===== config.mk =====
export PLATFORM = sky130hd
export DESIGN_NAME = sscp_serial_port
export DESIGN_NICKNAME = d
export VERILOG_FILES = /design/src/include/sscp_pkg.sv /design/src/sscp_serial_port.sv
export SDC_FILE = /design/constraint.sdc
export NUM_CORES = 1
export LEC_CHECK = 0
export ABC_AREA = 1
export ABC_CLOCK_PERIOD_IN_PS = 2700
export BUFFER_PORTS_ARGS = -buffer_cell sky130_fd_sc_hd__buf_2
export CORE_MARGIN = 1
export CORE_UTILIZATION = 28
export DETAILED_ROUTE_END_ITERATION = 7
export PLACE_DENSITY = 0.43
export SYNTH_ARGS = -nofsm -noshare
export SYNTH_HDL_FRONTEND = slang
export SYNTH_SLANG_ARGS = --single-unit

===== constraint.sdc =====
create_clock -name ref_clk -period 2.7 [get_ports ref_clk]
set_input_delay 0.405 -clock ref_clk [delete_from_list [all_inputs] [get_ports ref_clk]]
set_output_delay 0.405 -clock ref_clk [all_outputs]
set_load 0.005 [all_outputs]

===== src/include/sscp_pkg.sv =====
package sscp_pkg;
	// Register addresses carried in the instruction byte
	localparam logic [4:0] SSCP_ADDR_CTRL_ONE = 5'h00;
	localparam logic [4:0] SSCP_ADDR_CTRL_TWO = 5'h01;
	// Instruction byte fields
	localparam int SSCP_INSTR_DIR_BIT = 7;
	localparam int SSCP_INSTR_ADDR_LSB = 0;
	localparam int SSCP_INSTR_ADDR_W = 5;
	// Index of the last data byte of every register, and of the last bit in a byte
	localparam logic [1:0] SSCP_LAST_BYTE = 2'h3;
	localparam logic [2:0] SSCP_LAST_BIT = 3'h7;
	// Field positions in control_function_one
	localparam int SSCP_LSB_FIRST_BIT = 0;
	localparam int SSCP_SDIO_IN_ONLY_BIT = 1;
	// Field position in control_function_two
	localparam int SSCP_INT_UPDATE_BIT = 23;
	// Reset values
	localparam logic [31:0] SSCP_CTRL_ONE_RST = 32'h0000_0000;
	localparam logic [31:0] SSCP_CTRL_TWO_RST = 32'h0040_0820;
	// Internally generated update pulse width
	localparam int SSCP_CLK_PERIOD_NS = 10;
	localparam int SSCP_UPD_PULSE_NS = 40;
	localparam int SSCP_UPD_PULSE_CYC =
		(SSCP_UPD_PULSE_NS + SSCP_CLK_PERIOD_NS - 1) / SSCP_CLK_PERIOD_NS;
	typedef enum logic [1:0] {
		SSCP_ST_INSTR = 2'b00,
		SSCP_ST_WRITE = 2'b01,
		SSCP_ST_READ = 2'b10
	} sscp_state_t;
endpackage


===== src/sscp_serial_port.sv =====
`timescale 1ns/10ps
// Contract
// Instruction byte first, then data phase
// Instruction bit 7 set means read
// Instruction bits 6 and 5 ignored
// Low five instruction bits select register
// Data phase spans the register's bytes
// Input bits captured on serial clock rise
// Host sends all bytes or aborts
// Abort ends cycle, next byte is instruction
// Abort keeps whole bytes, drops partial byte
// After a cycle, eight rises form instruction
// Written data waits in buffer until update
// Profile input change also triggers update
// Reads return active registers, shift on fall
// Select high releases both data outputs
// Select high freezes cycle, resumes later
// Select tied low needs clean serial clock
// Control one bit 1 picks pin mode
// Two-wire mode keeps serial_read_out released
// Abort leaves register contents untouched
// Update acts on rise, held over sync period
// Update pin direction follows internal-update bit
// Default msb first, control bit 0 selects lsb
// Highest register bit is its msb
// Two-wire pin driven only in read phase
module sscp_serial_port (
	input wire logic ref_clk,
	input wire logic rst_n,
	input wire logic sclk,
	input wire logic cs_n,
	input wire logic sdio_i,
	output logic sdio_o,
	output logic sdio_oe_n,
	output logic serial_read_out_o,
	output logic serial_read_out_oe_n,
	input wire logic io_reset,
	input wire logic io_update_i,
	output logic io_update_o,
	output logic io_update_oe_n,
	input wire logic [2:0] profile_sel,
	output logic [31:0] ctrl_one,
	output logic [31:0] ctrl_two
);
	import sscp_pkg::*;

	// Two-stage synchronisers; stage one feeds only stage two
	logic [7:0] sync1_reg;
	logic [7:0] sync2_reg;
	logic sclk_d_reg;
	logic upd_d_reg;
	logic [2:0] prof_d_reg;
	logic sclk_s;
	logic cs_act;
	logic din;
	logic abort;
	logic upd_pin;
	logic [2:0] prof_s;

	always_ff @(posedge ref_clk or negedge rst_n) begin
		if (!rst_n) begin
			sync1_reg <= 8'h02;
			sync2_reg <= 8'h02;
			sclk_d_reg <= 1'b0;
			upd_d_reg <= 1'b0;
			prof_d_reg <= 3'h0;
		end else begin
			sync1_reg <= {profile_sel, io_update_i, io_reset, sdio_i, cs_n, sclk};
			sync2_reg <= sync1_reg;
			sclk_d_reg <= sclk_s;
			upd_d_reg <= upd_pin;
			prof_d_reg <= prof_s;
		end
	end

	assign sclk_s = sync2_reg[0];
	assign cs_act = !sync2_reg[1];
	assign din = sync2_reg[2];
	assign abort = sync2_reg[3];
	assign upd_pin = sync2_reg[4];
	assign prof_s = sync2_reg[7:5];

	// Edges only count while selected, so a deselect freezes the cycle
	logic sclk_rise;
	logic sclk_fall;
	assign sclk_rise = cs_act && sclk_s && !sclk_d_reg;
	assign sclk_fall = cs_act && !sclk_s && sclk_d_reg;

	sscp_state_t state_reg, state_next;
	logic [2:0] bit_cnt_reg, bit_cnt_next;
	logic [1:0] byte_cnt_reg, byte_cnt_next;
	logic [7:0] shift_reg, shift_next;
	logic [4:0] addr_reg, addr_next;
	logic [31:0] tx_reg, tx_next;
	logic [31:0] buf_one_reg, buf_one_next;
	logic [31:0] buf_two_reg, buf_two_next;
	logic [31:0] act_one_reg, act_one_next;
	logic [31:0] act_two_reg, act_two_next;
	logic dout_reg, dout_next;
	logic sdio_oe_n_reg, sdio_oe_n_next;
	logic sdo_oe_n_reg, sdo_oe_n_next;
	logic upd_o_reg, upd_o_next;
	logic upd_oe_n_reg, upd_oe_n_next;
	logic [2:0] upd_cnt_reg, upd_cnt_next;

	logic lsb_first;
	logic in_only;
	logic int_upd;
	assign lsb_first = act_one_reg[SSCP_LSB_FIRST_BIT];
	assign in_only = act_one_reg[SSCP_SDIO_IN_ONLY_BIT];
	assign int_upd = act_two_reg[SSCP_INT_UPDATE_BIT];

	always_comb begin
		logic [7:0] byte_v;
		logic [1:0] lane;
		logic update;
		logic wr_done;
		byte_v = 8'h00;
		lane = 2'h0;
		update = 1'b0;
		wr_done = 1'b0;
		state_next = state_reg;
		bit_cnt_next = bit_cnt_reg;
		byte_cnt_next = byte_cnt_reg;
		shift_next = shift_reg;
		addr_next = addr_reg;
		tx_next = tx_reg;
		buf_one_next = buf_one_reg;
		buf_two_next = buf_two_reg;
		act_one_next = act_one_reg;
		act_two_next = act_two_reg;
		dout_next = dout_reg;
		upd_o_next = upd_o_reg;
		upd_cnt_next = upd_cnt_reg;

		// Serial bit order follows lsb_first for every byte
		byte_v = lsb_first ? {din, shift_reg[7:1]}
			: {shift_reg[6:0], din};
		// First byte on the wire is the register's top byte in msb mode
		lane = lsb_first ? byte_cnt_reg : SSCP_LAST_BYTE - byte_cnt_reg;

		if (abort) begin
			// Only the port's own state resets; buffers untouched
			state_next = SSCP_ST_INSTR;
			bit_cnt_next = 3'h0;
			byte_cnt_next = 2'h0;
		end else if (sclk_rise) begin
			shift_next = byte_v;
			bit_cnt_next = bit_cnt_reg + 3'h1;
			if (bit_cnt_reg == SSCP_LAST_BIT) begin
				case (state_reg)
					SSCP_ST_INSTR: begin
						// Bits 6 and 5 are never looked at
						addr_next = byte_v[SSCP_INSTR_ADDR_LSB +:
							SSCP_INSTR_ADDR_W];
						byte_cnt_next = 2'h0;
						if (byte_v[SSCP_INSTR_DIR_BIT]) begin
							state_next = SSCP_ST_READ;
							// Reads see active values, never the buffer
							if (addr_next == SSCP_ADDR_CTRL_ONE)
								tx_next = act_one_reg;
							else if (addr_next == SSCP_ADDR_CTRL_TWO)
								tx_next = act_two_reg;
							else
								tx_next = 32'h0000_0000;
						end else begin
							state_next = SSCP_ST_WRITE;
						end
					end
					SSCP_ST_WRITE: begin
						// Each whole byte lands at once, so abort keeps it
						if (addr_reg == SSCP_ADDR_CTRL_ONE)
							buf_one_next[lane*8 +: 8] = byte_v;
						else if (addr_reg == SSCP_ADDR_CTRL_TWO)
							buf_two_next[lane*8 +: 8] = byte_v;
						byte_cnt_next = byte_cnt_reg + 2'h1;
						if (byte_cnt_reg == SSCP_LAST_BYTE) begin
							state_next = SSCP_ST_INSTR;
							wr_done = 1'b1;
						end
					end
					SSCP_ST_READ: begin
						byte_cnt_next = byte_cnt_reg + 2'h1;
						if (byte_cnt_reg == SSCP_LAST_BYTE)
							state_next = SSCP_ST_INSTR;
					end
					default: begin
						state_next = SSCP_ST_INSTR;
					end
				endcase
			end
		end else if (sclk_fall && state_reg == SSCP_ST_READ) begin
			// Next read bit goes out on the falling edge
			dout_next = lsb_first ? tx_reg[0] : tx_reg[31];
			tx_next = lsb_first ? {1'b0, tx_reg[31:1]}
				: {tx_reg[30:0], 1'b0};
		end

		// Internal update: pin becomes an output pulsed after each write
		if (int_upd) begin
			if (wr_done) begin
				upd_cnt_next = 3'(SSCP_UPD_PULSE_CYC);
				upd_o_next = 1'b1;
			end else if (upd_cnt_reg != 3'h0) begin
				upd_cnt_next = upd_cnt_reg - 3'h1;
				upd_o_next = (upd_cnt_reg != 3'h1);
			end
			update = wr_done;
		end else begin
			upd_o_next = 1'b0;
			upd_cnt_next = 3'h0;
			update = upd_pin && !upd_d_reg;
		end
		if (prof_s != prof_d_reg)
			update = 1'b1;
		if (update) begin
			act_one_next = buf_one_next;
			act_two_next = buf_two_next;
		end

		// Release both pins when deselected or outside a read phase
		sdio_oe_n_next = !(cs_act && state_next == SSCP_ST_READ
			&& !in_only);
		sdo_oe_n_next = !(cs_act && state_next == SSCP_ST_READ
			&& in_only);
		upd_oe_n_next = !int_upd;
	end

	always_ff @(posedge ref_clk or negedge rst_n) begin
		if (!rst_n) begin
			state_reg <= SSCP_ST_INSTR;
			bit_cnt_reg <= 3'h0;
			byte_cnt_reg <= 2'h0;
			shift_reg <= 8'h00;
			addr_reg <= 5'h00;
			tx_reg <= 32'h0000_0000;
			buf_one_reg <= SSCP_CTRL_ONE_RST;
			buf_two_reg <= SSCP_CTRL_TWO_RST;
			act_one_reg <= SSCP_CTRL_ONE_RST;
			act_two_reg <= SSCP_CTRL_TWO_RST;
			dout_reg <= 1'b0;
			sdio_oe_n_reg <= 1'b1;
			sdo_oe_n_reg <= 1'b1;
			upd_o_reg <= 1'b0;
			upd_oe_n_reg <= 1'b1;
			upd_cnt_reg <= 3'h0;
		end else begin
			state_reg <= state_next;
			bit_cnt_reg <= bit_cnt_next;
			byte_cnt_reg <= byte_cnt_next;
			shift_reg <= shift_next;
			addr_reg <= addr_next;
			tx_reg <= tx_next;
			buf_one_reg <= buf_one_next;
			buf_two_reg <= buf_two_next;
			act_one_reg <= act_one_next;
			act_two_reg <= act_two_next;
			dout_reg <= dout_next;
			sdio_oe_n_reg <= sdio_oe_n_next;
			sdo_oe_n_reg <= sdo_oe_n_next;
			upd_o_reg <= upd_o_next;
			upd_oe_n_reg <= upd_oe_n_next;
			upd_cnt_reg <= upd_cnt_next;
		end
	end

	assign sdio_o = dout_reg;
	assign sdio_oe_n = sdio_oe_n_reg;
	assign serial_read_out_o = dout_reg;
	assign serial_read_out_oe_n = sdo_oe_n_reg;
	assign io_update_o = upd_o_reg;
	assign io_update_oe_n = upd_oe_n_reg;
	assign ctrl_one = act_one_reg;
	assign ctrl_two = act_two_reg;
endmodule


# ---- Word level (Yosys, flattened, before mapping)
# Index checks and enable logic that the tools add are counted.
# W data, S select, Z words.
dict set report totals {
  reg_bits 209
  inputBits 10
  out_inout_bits 70
  word_cells 123
}
dict set report classes {
  n_addsub 5
  eq_ne 13
  shift 2
  mux 49
  n_bitwise 2
  n_reduce_logical 31
}
# operator count
set ops {}
lappend ops {{$mux W32} 19}
lappend ops {{$bwmux W32} 2}
lappend ops {{$neg A5 Y34} 1}
lappend ops {{$shift A8 B34 Y32 const A} 1}
lappend ops {{$shiftx A8 B34 Y32} 1}
lappend ops {{$mux W2} 9}
lappend ops {{$mux W3} 5}
lappend ops {{$mux W1} 11}
lappend ops {{$eq A5 B1 Y1 const B} 2}
lappend ops {{$logic_not A5 Y1} 2}
lappend ops {{$logic_and A1 B1 Y1} 9}
lappend ops {{$logic_not A1 Y1} 8}
lappend ops {{$mux W8} 1}
lappend ops {{$pmux W2 S2} 2}
lappend ops {{$eq A2 B2 Y1 const B} 3}
lappend ops {{$ne A2 B1 Y1 const B} 3}
lappend ops {{$ne A3 B1 Y1 const B} 2}
lappend ops {{$reduce_and A3 Y1} 2}
lappend ops {{$reduce_bool A2 Y1} 3}
lappend ops {{$reduce_bool A3 Y1} 2}
lappend ops {{$reduce_and A5 Y1} 1}
lappend ops {{$reduce_and A4 Y1} 1}
lappend ops {{$add A3 B1 Y3 const B} 1}
lappend ops {{$eq A3 B3 Y1 const B} 1}
lappend ops {{9 further kinds} 10}

# ---- Longest topological paths before layout
dict set report depth {
  word_depth 11
  depth_mapped 14
  mapped_depth_nobuf 11
}

# ---- Worst setup path after synthesis
# Ideal clock, no wire load.
dict set report synth_timing {
  kind {reg-to-reg}
  from {reg act_one_reg[0] (netlist: ctrl_one[0])}
  to {reg buf_two_reg[16]}
  t_arrival_ps 1974
  path_slack_ps 607
  path_stages_with_launch 13
  cell_sequence {dfrtp_1 inv_2 buf_4 nand2_1 nand2_1 ha_1 buf_2 clkinv_1 nand3_1 nor2_4 nand2_1 nand3_1 and2_1}
}
dict set report synth_between {
  elab_chain_cells 10
  word_cells_on_any_way 12
  cone_classes {add/sub: 1; shift: 2; mux: 9}
}
# element line
set synth_rtl {}
lappend synth_rtl {{from (decl)} sscp_serial_port.sv:97} ;# logic [31:0] act_one_reg, act_one_next;
lappend synth_rtl {{from (signal assigned)} sscp_serial_port.sv:256} ;# act_one_reg <= act_one_next;
lappend synth_rtl {{$mux W2} sscp_serial_port.sv:140} ;# lane = lsb_first ? byte_cnt_reg : SSCP_LAST_BYTE - byte_cnt_reg;
lappend synth_rtl {{$neg A5 Y34} sscp_serial_port.sv:175} ;# buf_two_next[lane*8 +: 8] = byte_v;
lappend synth_rtl {{$shiftx A8 B34 Y32 / $shift A8 B34 Y32 (equally long branches)} sscp_serial_port.sv:175}
lappend synth_rtl {{$bwmux W32 *} sscp_serial_port.sv:175}
lappend synth_rtl {{$mux W32 *} sscp_serial_port.sv:174} ;# else if (addr_reg == SSCP_ADDR_CTRL_TWO)
lappend synth_rtl {{$mux W32 *} sscp_serial_port.sv:172} ;# if (addr_reg == SSCP_ADDR_CTRL_ONE)
lappend synth_rtl {{$mux W32 *} sscp_serial_port.sv:151} ;# case (state_reg)
lappend synth_rtl {{$mux W32 *} sscp_serial_port.sv:150} ;# if (bit_cnt_reg == SSCP_LAST_BIT) begin
lappend synth_rtl {{$mux W32 *} sscp_serial_port.sv:147} ;# end else if (sclk_rise) begin
lappend synth_rtl {{$mux W32 *} sscp_serial_port.sv:142} ;# if (abort) begin
lappend synth_rtl {{via buf_two_next[16]} sscp_serial_port.sv:96} ;# logic [31:0] buf_two_reg, buf_two_next;
lappend synth_rtl {{to (signal assigned)} sscp_serial_port.sv:255} ;# buf_two_reg <= buf_two_next;
lappend synth_rtl {{to (decl)} sscp_serial_port.sv:96}
# Mark *: on every way through the listed nets, which the timed path passes. The rest lies on a longest branch.
# A chain may end at the register's enable or synchronous reset.

# ---- Worst setup path after layout
dict set report layout_timing {
  from {reg act_one_reg[0] (netlist: ctrl_one[0])}
  to {reg act_one_reg[17] (netlist: ctrl_one[17])}
}
dict set report layout_between {
  elab_chain_cells 9
  word_cells_on_any_way 11
  cone_classes {add/sub: 1; shift: 2; mux: 8}
}
# element line
set layout_rtl {}
lappend layout_rtl {{$mux W2} sscp_serial_port.sv:140}
lappend layout_rtl {{$neg A5 Y34} sscp_serial_port.sv:173} ;# buf_one_next[lane*8 +: 8] = byte_v;
lappend layout_rtl {{$shiftx A8 B34 Y32 / $shift A8 B34 Y32 (equally long branches)} sscp_serial_port.sv:173}
lappend layout_rtl {{$bwmux W32 *} sscp_serial_port.sv:173}
lappend layout_rtl {{$mux W32 *} sscp_serial_port.sv:172}
lappend layout_rtl {{$mux W32 *} sscp_serial_port.sv:151}
lappend layout_rtl {{$mux W32 *} sscp_serial_port.sv:150}
lappend layout_rtl {{$mux W32 *} sscp_serial_port.sv:147}
lappend layout_rtl {{$mux W32 *} sscp_serial_port.sv:142}
lappend layout_rtl {{via buf_one_next[17]} sscp_serial_port.sv:95} ;# logic [31:0] buf_one_reg, buf_one_next;
# Marks and branches as above.

==> flow_summary.yaml <==
setup_path:
  r2r_start: "ctrl_one[0]"
  crit_path_frequent_cell: "nand2_1"
  crit_end: "ctrl_one[17]"
  worstPathMaxFanout: 10
  crit_slowest_cell: "dfrtp_2"
  critical_path.startpoint: "ctrl_one[0]"
  cp_cell_sequence: "inv_2 -> nand2_1 -> nand2_1 -> ha_1 -> clkinv_1 -> nand3_1 -> nor2_4 -> nand2_1 -> o21ai_1 -> nand2_1 -> nand2_1"
  cp_data_arrival_time_ns: 2.83
  reg2reg_depth: 11
  reg2reg_slack_ns: 0.34
  critPathKind: "reg2reg"
  cpPeakStageDelay_ns: 0.45
  critPathBufInv: 2
  critPathRequiredTime_ns: 3.17
  r2r-end: "ctrl_one[17]"
  path_depth: 11
  endpoint_kind: "flop"
  critPathTopFamily: "simple AND/OR/NAND/NOR gates"
  start_kind: "flop"
global_route:
  grt_max_degree: 64
  grt_pass1_wl_um: 53600
  antenna_found_initial: 0
  gr-total-overflow: 0
  grt.total_usage: 0.178
  grt_pass1_vias: 9028
sta:
  slew_headroom: 0.505
  clock.fmax_ghz: 0.424
  min_period_ns: 2.36
  period_share: 0.874
  hold_ws_ns: 0.346
  timing.final.ws_setup_ns: 0.341
  maxSlewViolCount: 0
  tightest_slew_ns: 0.740
  finClkSkew_ns: 0.0126
  finalSetupViolCount: 0
  rsz0062_at_grt: "no"
  hold_viol_final: 0
  finalSetupTns_ns: 0
place:
  dp_slack_ns: 0.112
  place_inst: 1843
  hpwl_um: 22700
  gp_congestion: 0.833
  io_buffers: 79
pwr:
  power_switching_uw: 1880
  comb_power_share: 0.085
  p_sw_frac: 0.256
  powerDensity_nw_per_um2: 591
  internal-power_uw: 5480
  p_leak_uw: 0.00637
  seq_power_share: 0.435
  clkPwrFrac: 0.480
  vdd.ir_drop.worst_mv: 0.411
run:
  maxCapViolations: 0
synthesis:
  avgSynthCellArea_um2: 7.86
  synth_cells: 1333
  synth_nets: 1356
  yosys_warnings: 0
  synth_area_um2: 10500
  ys_ff_latch: 209
  seq_area_frac_synth: 0.501
  synth.distinct_cells: 30
drt:
  top_layer: "met4"
  num_vias: 9106
  wl_per_cell_um: 17.5
  post_drt_via_cell_ratio: 4.79
  wl_met3_um: 1330
  routed_wl_um: 33200
  drt_iter0_markers: 614
  antenna_left: 0
  wl_met1_um: 16100
  route.detailed.drc: 0
  wl_met2_um: 15200
  dr.pass1.iters: 4
floorplan:
  start_util: 0.285
  coreArea_um2: 36700
  dieWidth_um: 195
  io_pins: 80
  die_area_um2: 38200
  rows: 70
  die_h_um: 195
clocking:
  cts_max_path_buffers: 3
  clock_latency_ns: 0.54
  clock-sinks: 209
  clk_pin_slew_ns: 0.06
  cts_tree: "yes"
  cts_resized: 0
  numCtsBuffers: 26
  cts.htree.levels: 1
  cts-root-buf: "clkbuf_16"
layout:
  seq_area_um2: 5250
  fin_nets: 1438
  fillers: 3909
  area_delta_synth_final_pct: 18.9
  fin_cells: 1903
  antennaDiodeCount: 0
  drive_above_1_share: 0.137
  multi_input_area_um2: 4500
outcome:
  outcome: "finished clean"
hold_path:
  min_path_type: "reg2reg"
## worst min path at each step
| stage | startpoint | endpoint | slack [ns] | cells past startpoint |
|---|---|---|---|---|
| final | sync1_reg[6] | sync2_reg[6] | 0.35 | 0 |
| after CTS | sync1_reg[7] | sync2_reg[7] | 0.35 | 0 |
| after global routing | sync1_reg[0] | sync2_reg[0] | 0.36 | 0 |
| after detailed placement | sync1_reg[7] | sync2_reg[7] | 0.34 | 0 |
| after global placement | sync1_reg[7] | sync2_reg[7] | 0.33 | 0 |
| after floorplan | rst_n | addr_reg[0] | 0.11 | 0 |
## final cells by class
| type | count | area share |
|---|---|---|
| multi-input combinational | 949 | 0.361 |
| sequential | 209 | 0.421 |
| timing repair buffer | 125 | 0.0701 |
| tap | 468 | 0.0470 |
| clock buffer | 44 | 0.0634 |
| inverter | 104 | 0.0314 |
| clock inverter | 4 | 0.00563 |
## power groups by stage
stage / clock, µW / combinational, µW / sequential (µW)
floorplan: 0 / 335 / 3240
global placement: 0 / 625 / 3260
detailed placement: 0 / 620 / 3250
CTS: 3640 / 629 / 3200
global route: 3770 / 683 / 3200
finish: 3530 / 623 / 3200
## cell usage in the layout (no fill, tap or decap), types with 8 or more instances in the layout
master / instances
and2_1: 45
nand2_1: 439
buf_12: 8
nor2_1: 85
nor2_2: 8
ha_1: 13
nor2_4: 10
inv_1: 100
dlygate4sd3_1: 9
o21ai_0: 27
buf_2: 78
nand4_1: 84
nand3_1: 202
dfstp_2: 11
buf_4: 29
clkbuf_1: 12
dfrtp_1: 197
clkbuf_16: 27
a21oi_1: 8
## through the flow
step	instance area [µm²]	utilization	power (µW)
2_1_floorplan	10500	-	3580
4_1_cts	12400	0.339	7470
3_5_place_dp	11500	0.313	3870
3_3_place_gp	11500	0.313	3880
5_1_grt	12500	0.339	7660
6_report	12500	0.339	7350
## synthesized netlist by cell type (all sizes together)
cell type  number  area, µm²
nand3b          2       15.0
a22o            2       17.5
ha             13        163
o21a            1       7.51
o21ai          31        155
a22oi           1       7.51
nor3            2       10.0
nand2         446       1690
clkbuf         30        113
dfrtp         198       4950
dfstp          11        289
nor2          103        477
inv           102        383
nand4          84        526
and2           45        282
buf            41        236
xnor2           4       42.6
a21oi           8       40.0
nand3         206       1050
clkinv          2       7.51
xor2            1       8.76
## metal layers
| layer | global-route usage | vias up |
|---|---|---|
| met3 | 0.0254 | 44 |
| met5 | 0 | - |
| met1 | 0.252 | 4406 |
| met4 | 0.0408 | 0 |
| met2 | 0.286 | 170 |
| li1 | - | 4486 |
## kinds of logic after synthesis
group	share of synthesized area
fa+ha+maj	0.0155
xor+xnor	0.00490
compound gates	0.0217
simple gates	0.386
buf+inv	0.0706
flops	0.501
## timing repair
item / in CTS / in global routing
hold buffers: 9 / 0
setup buffers: 0 / 3
hold endpoints to repair: 52 / 0
endpoints found under the setup margin: 0 / 16
Note: power is estimated with default switching activity, not from simulation.
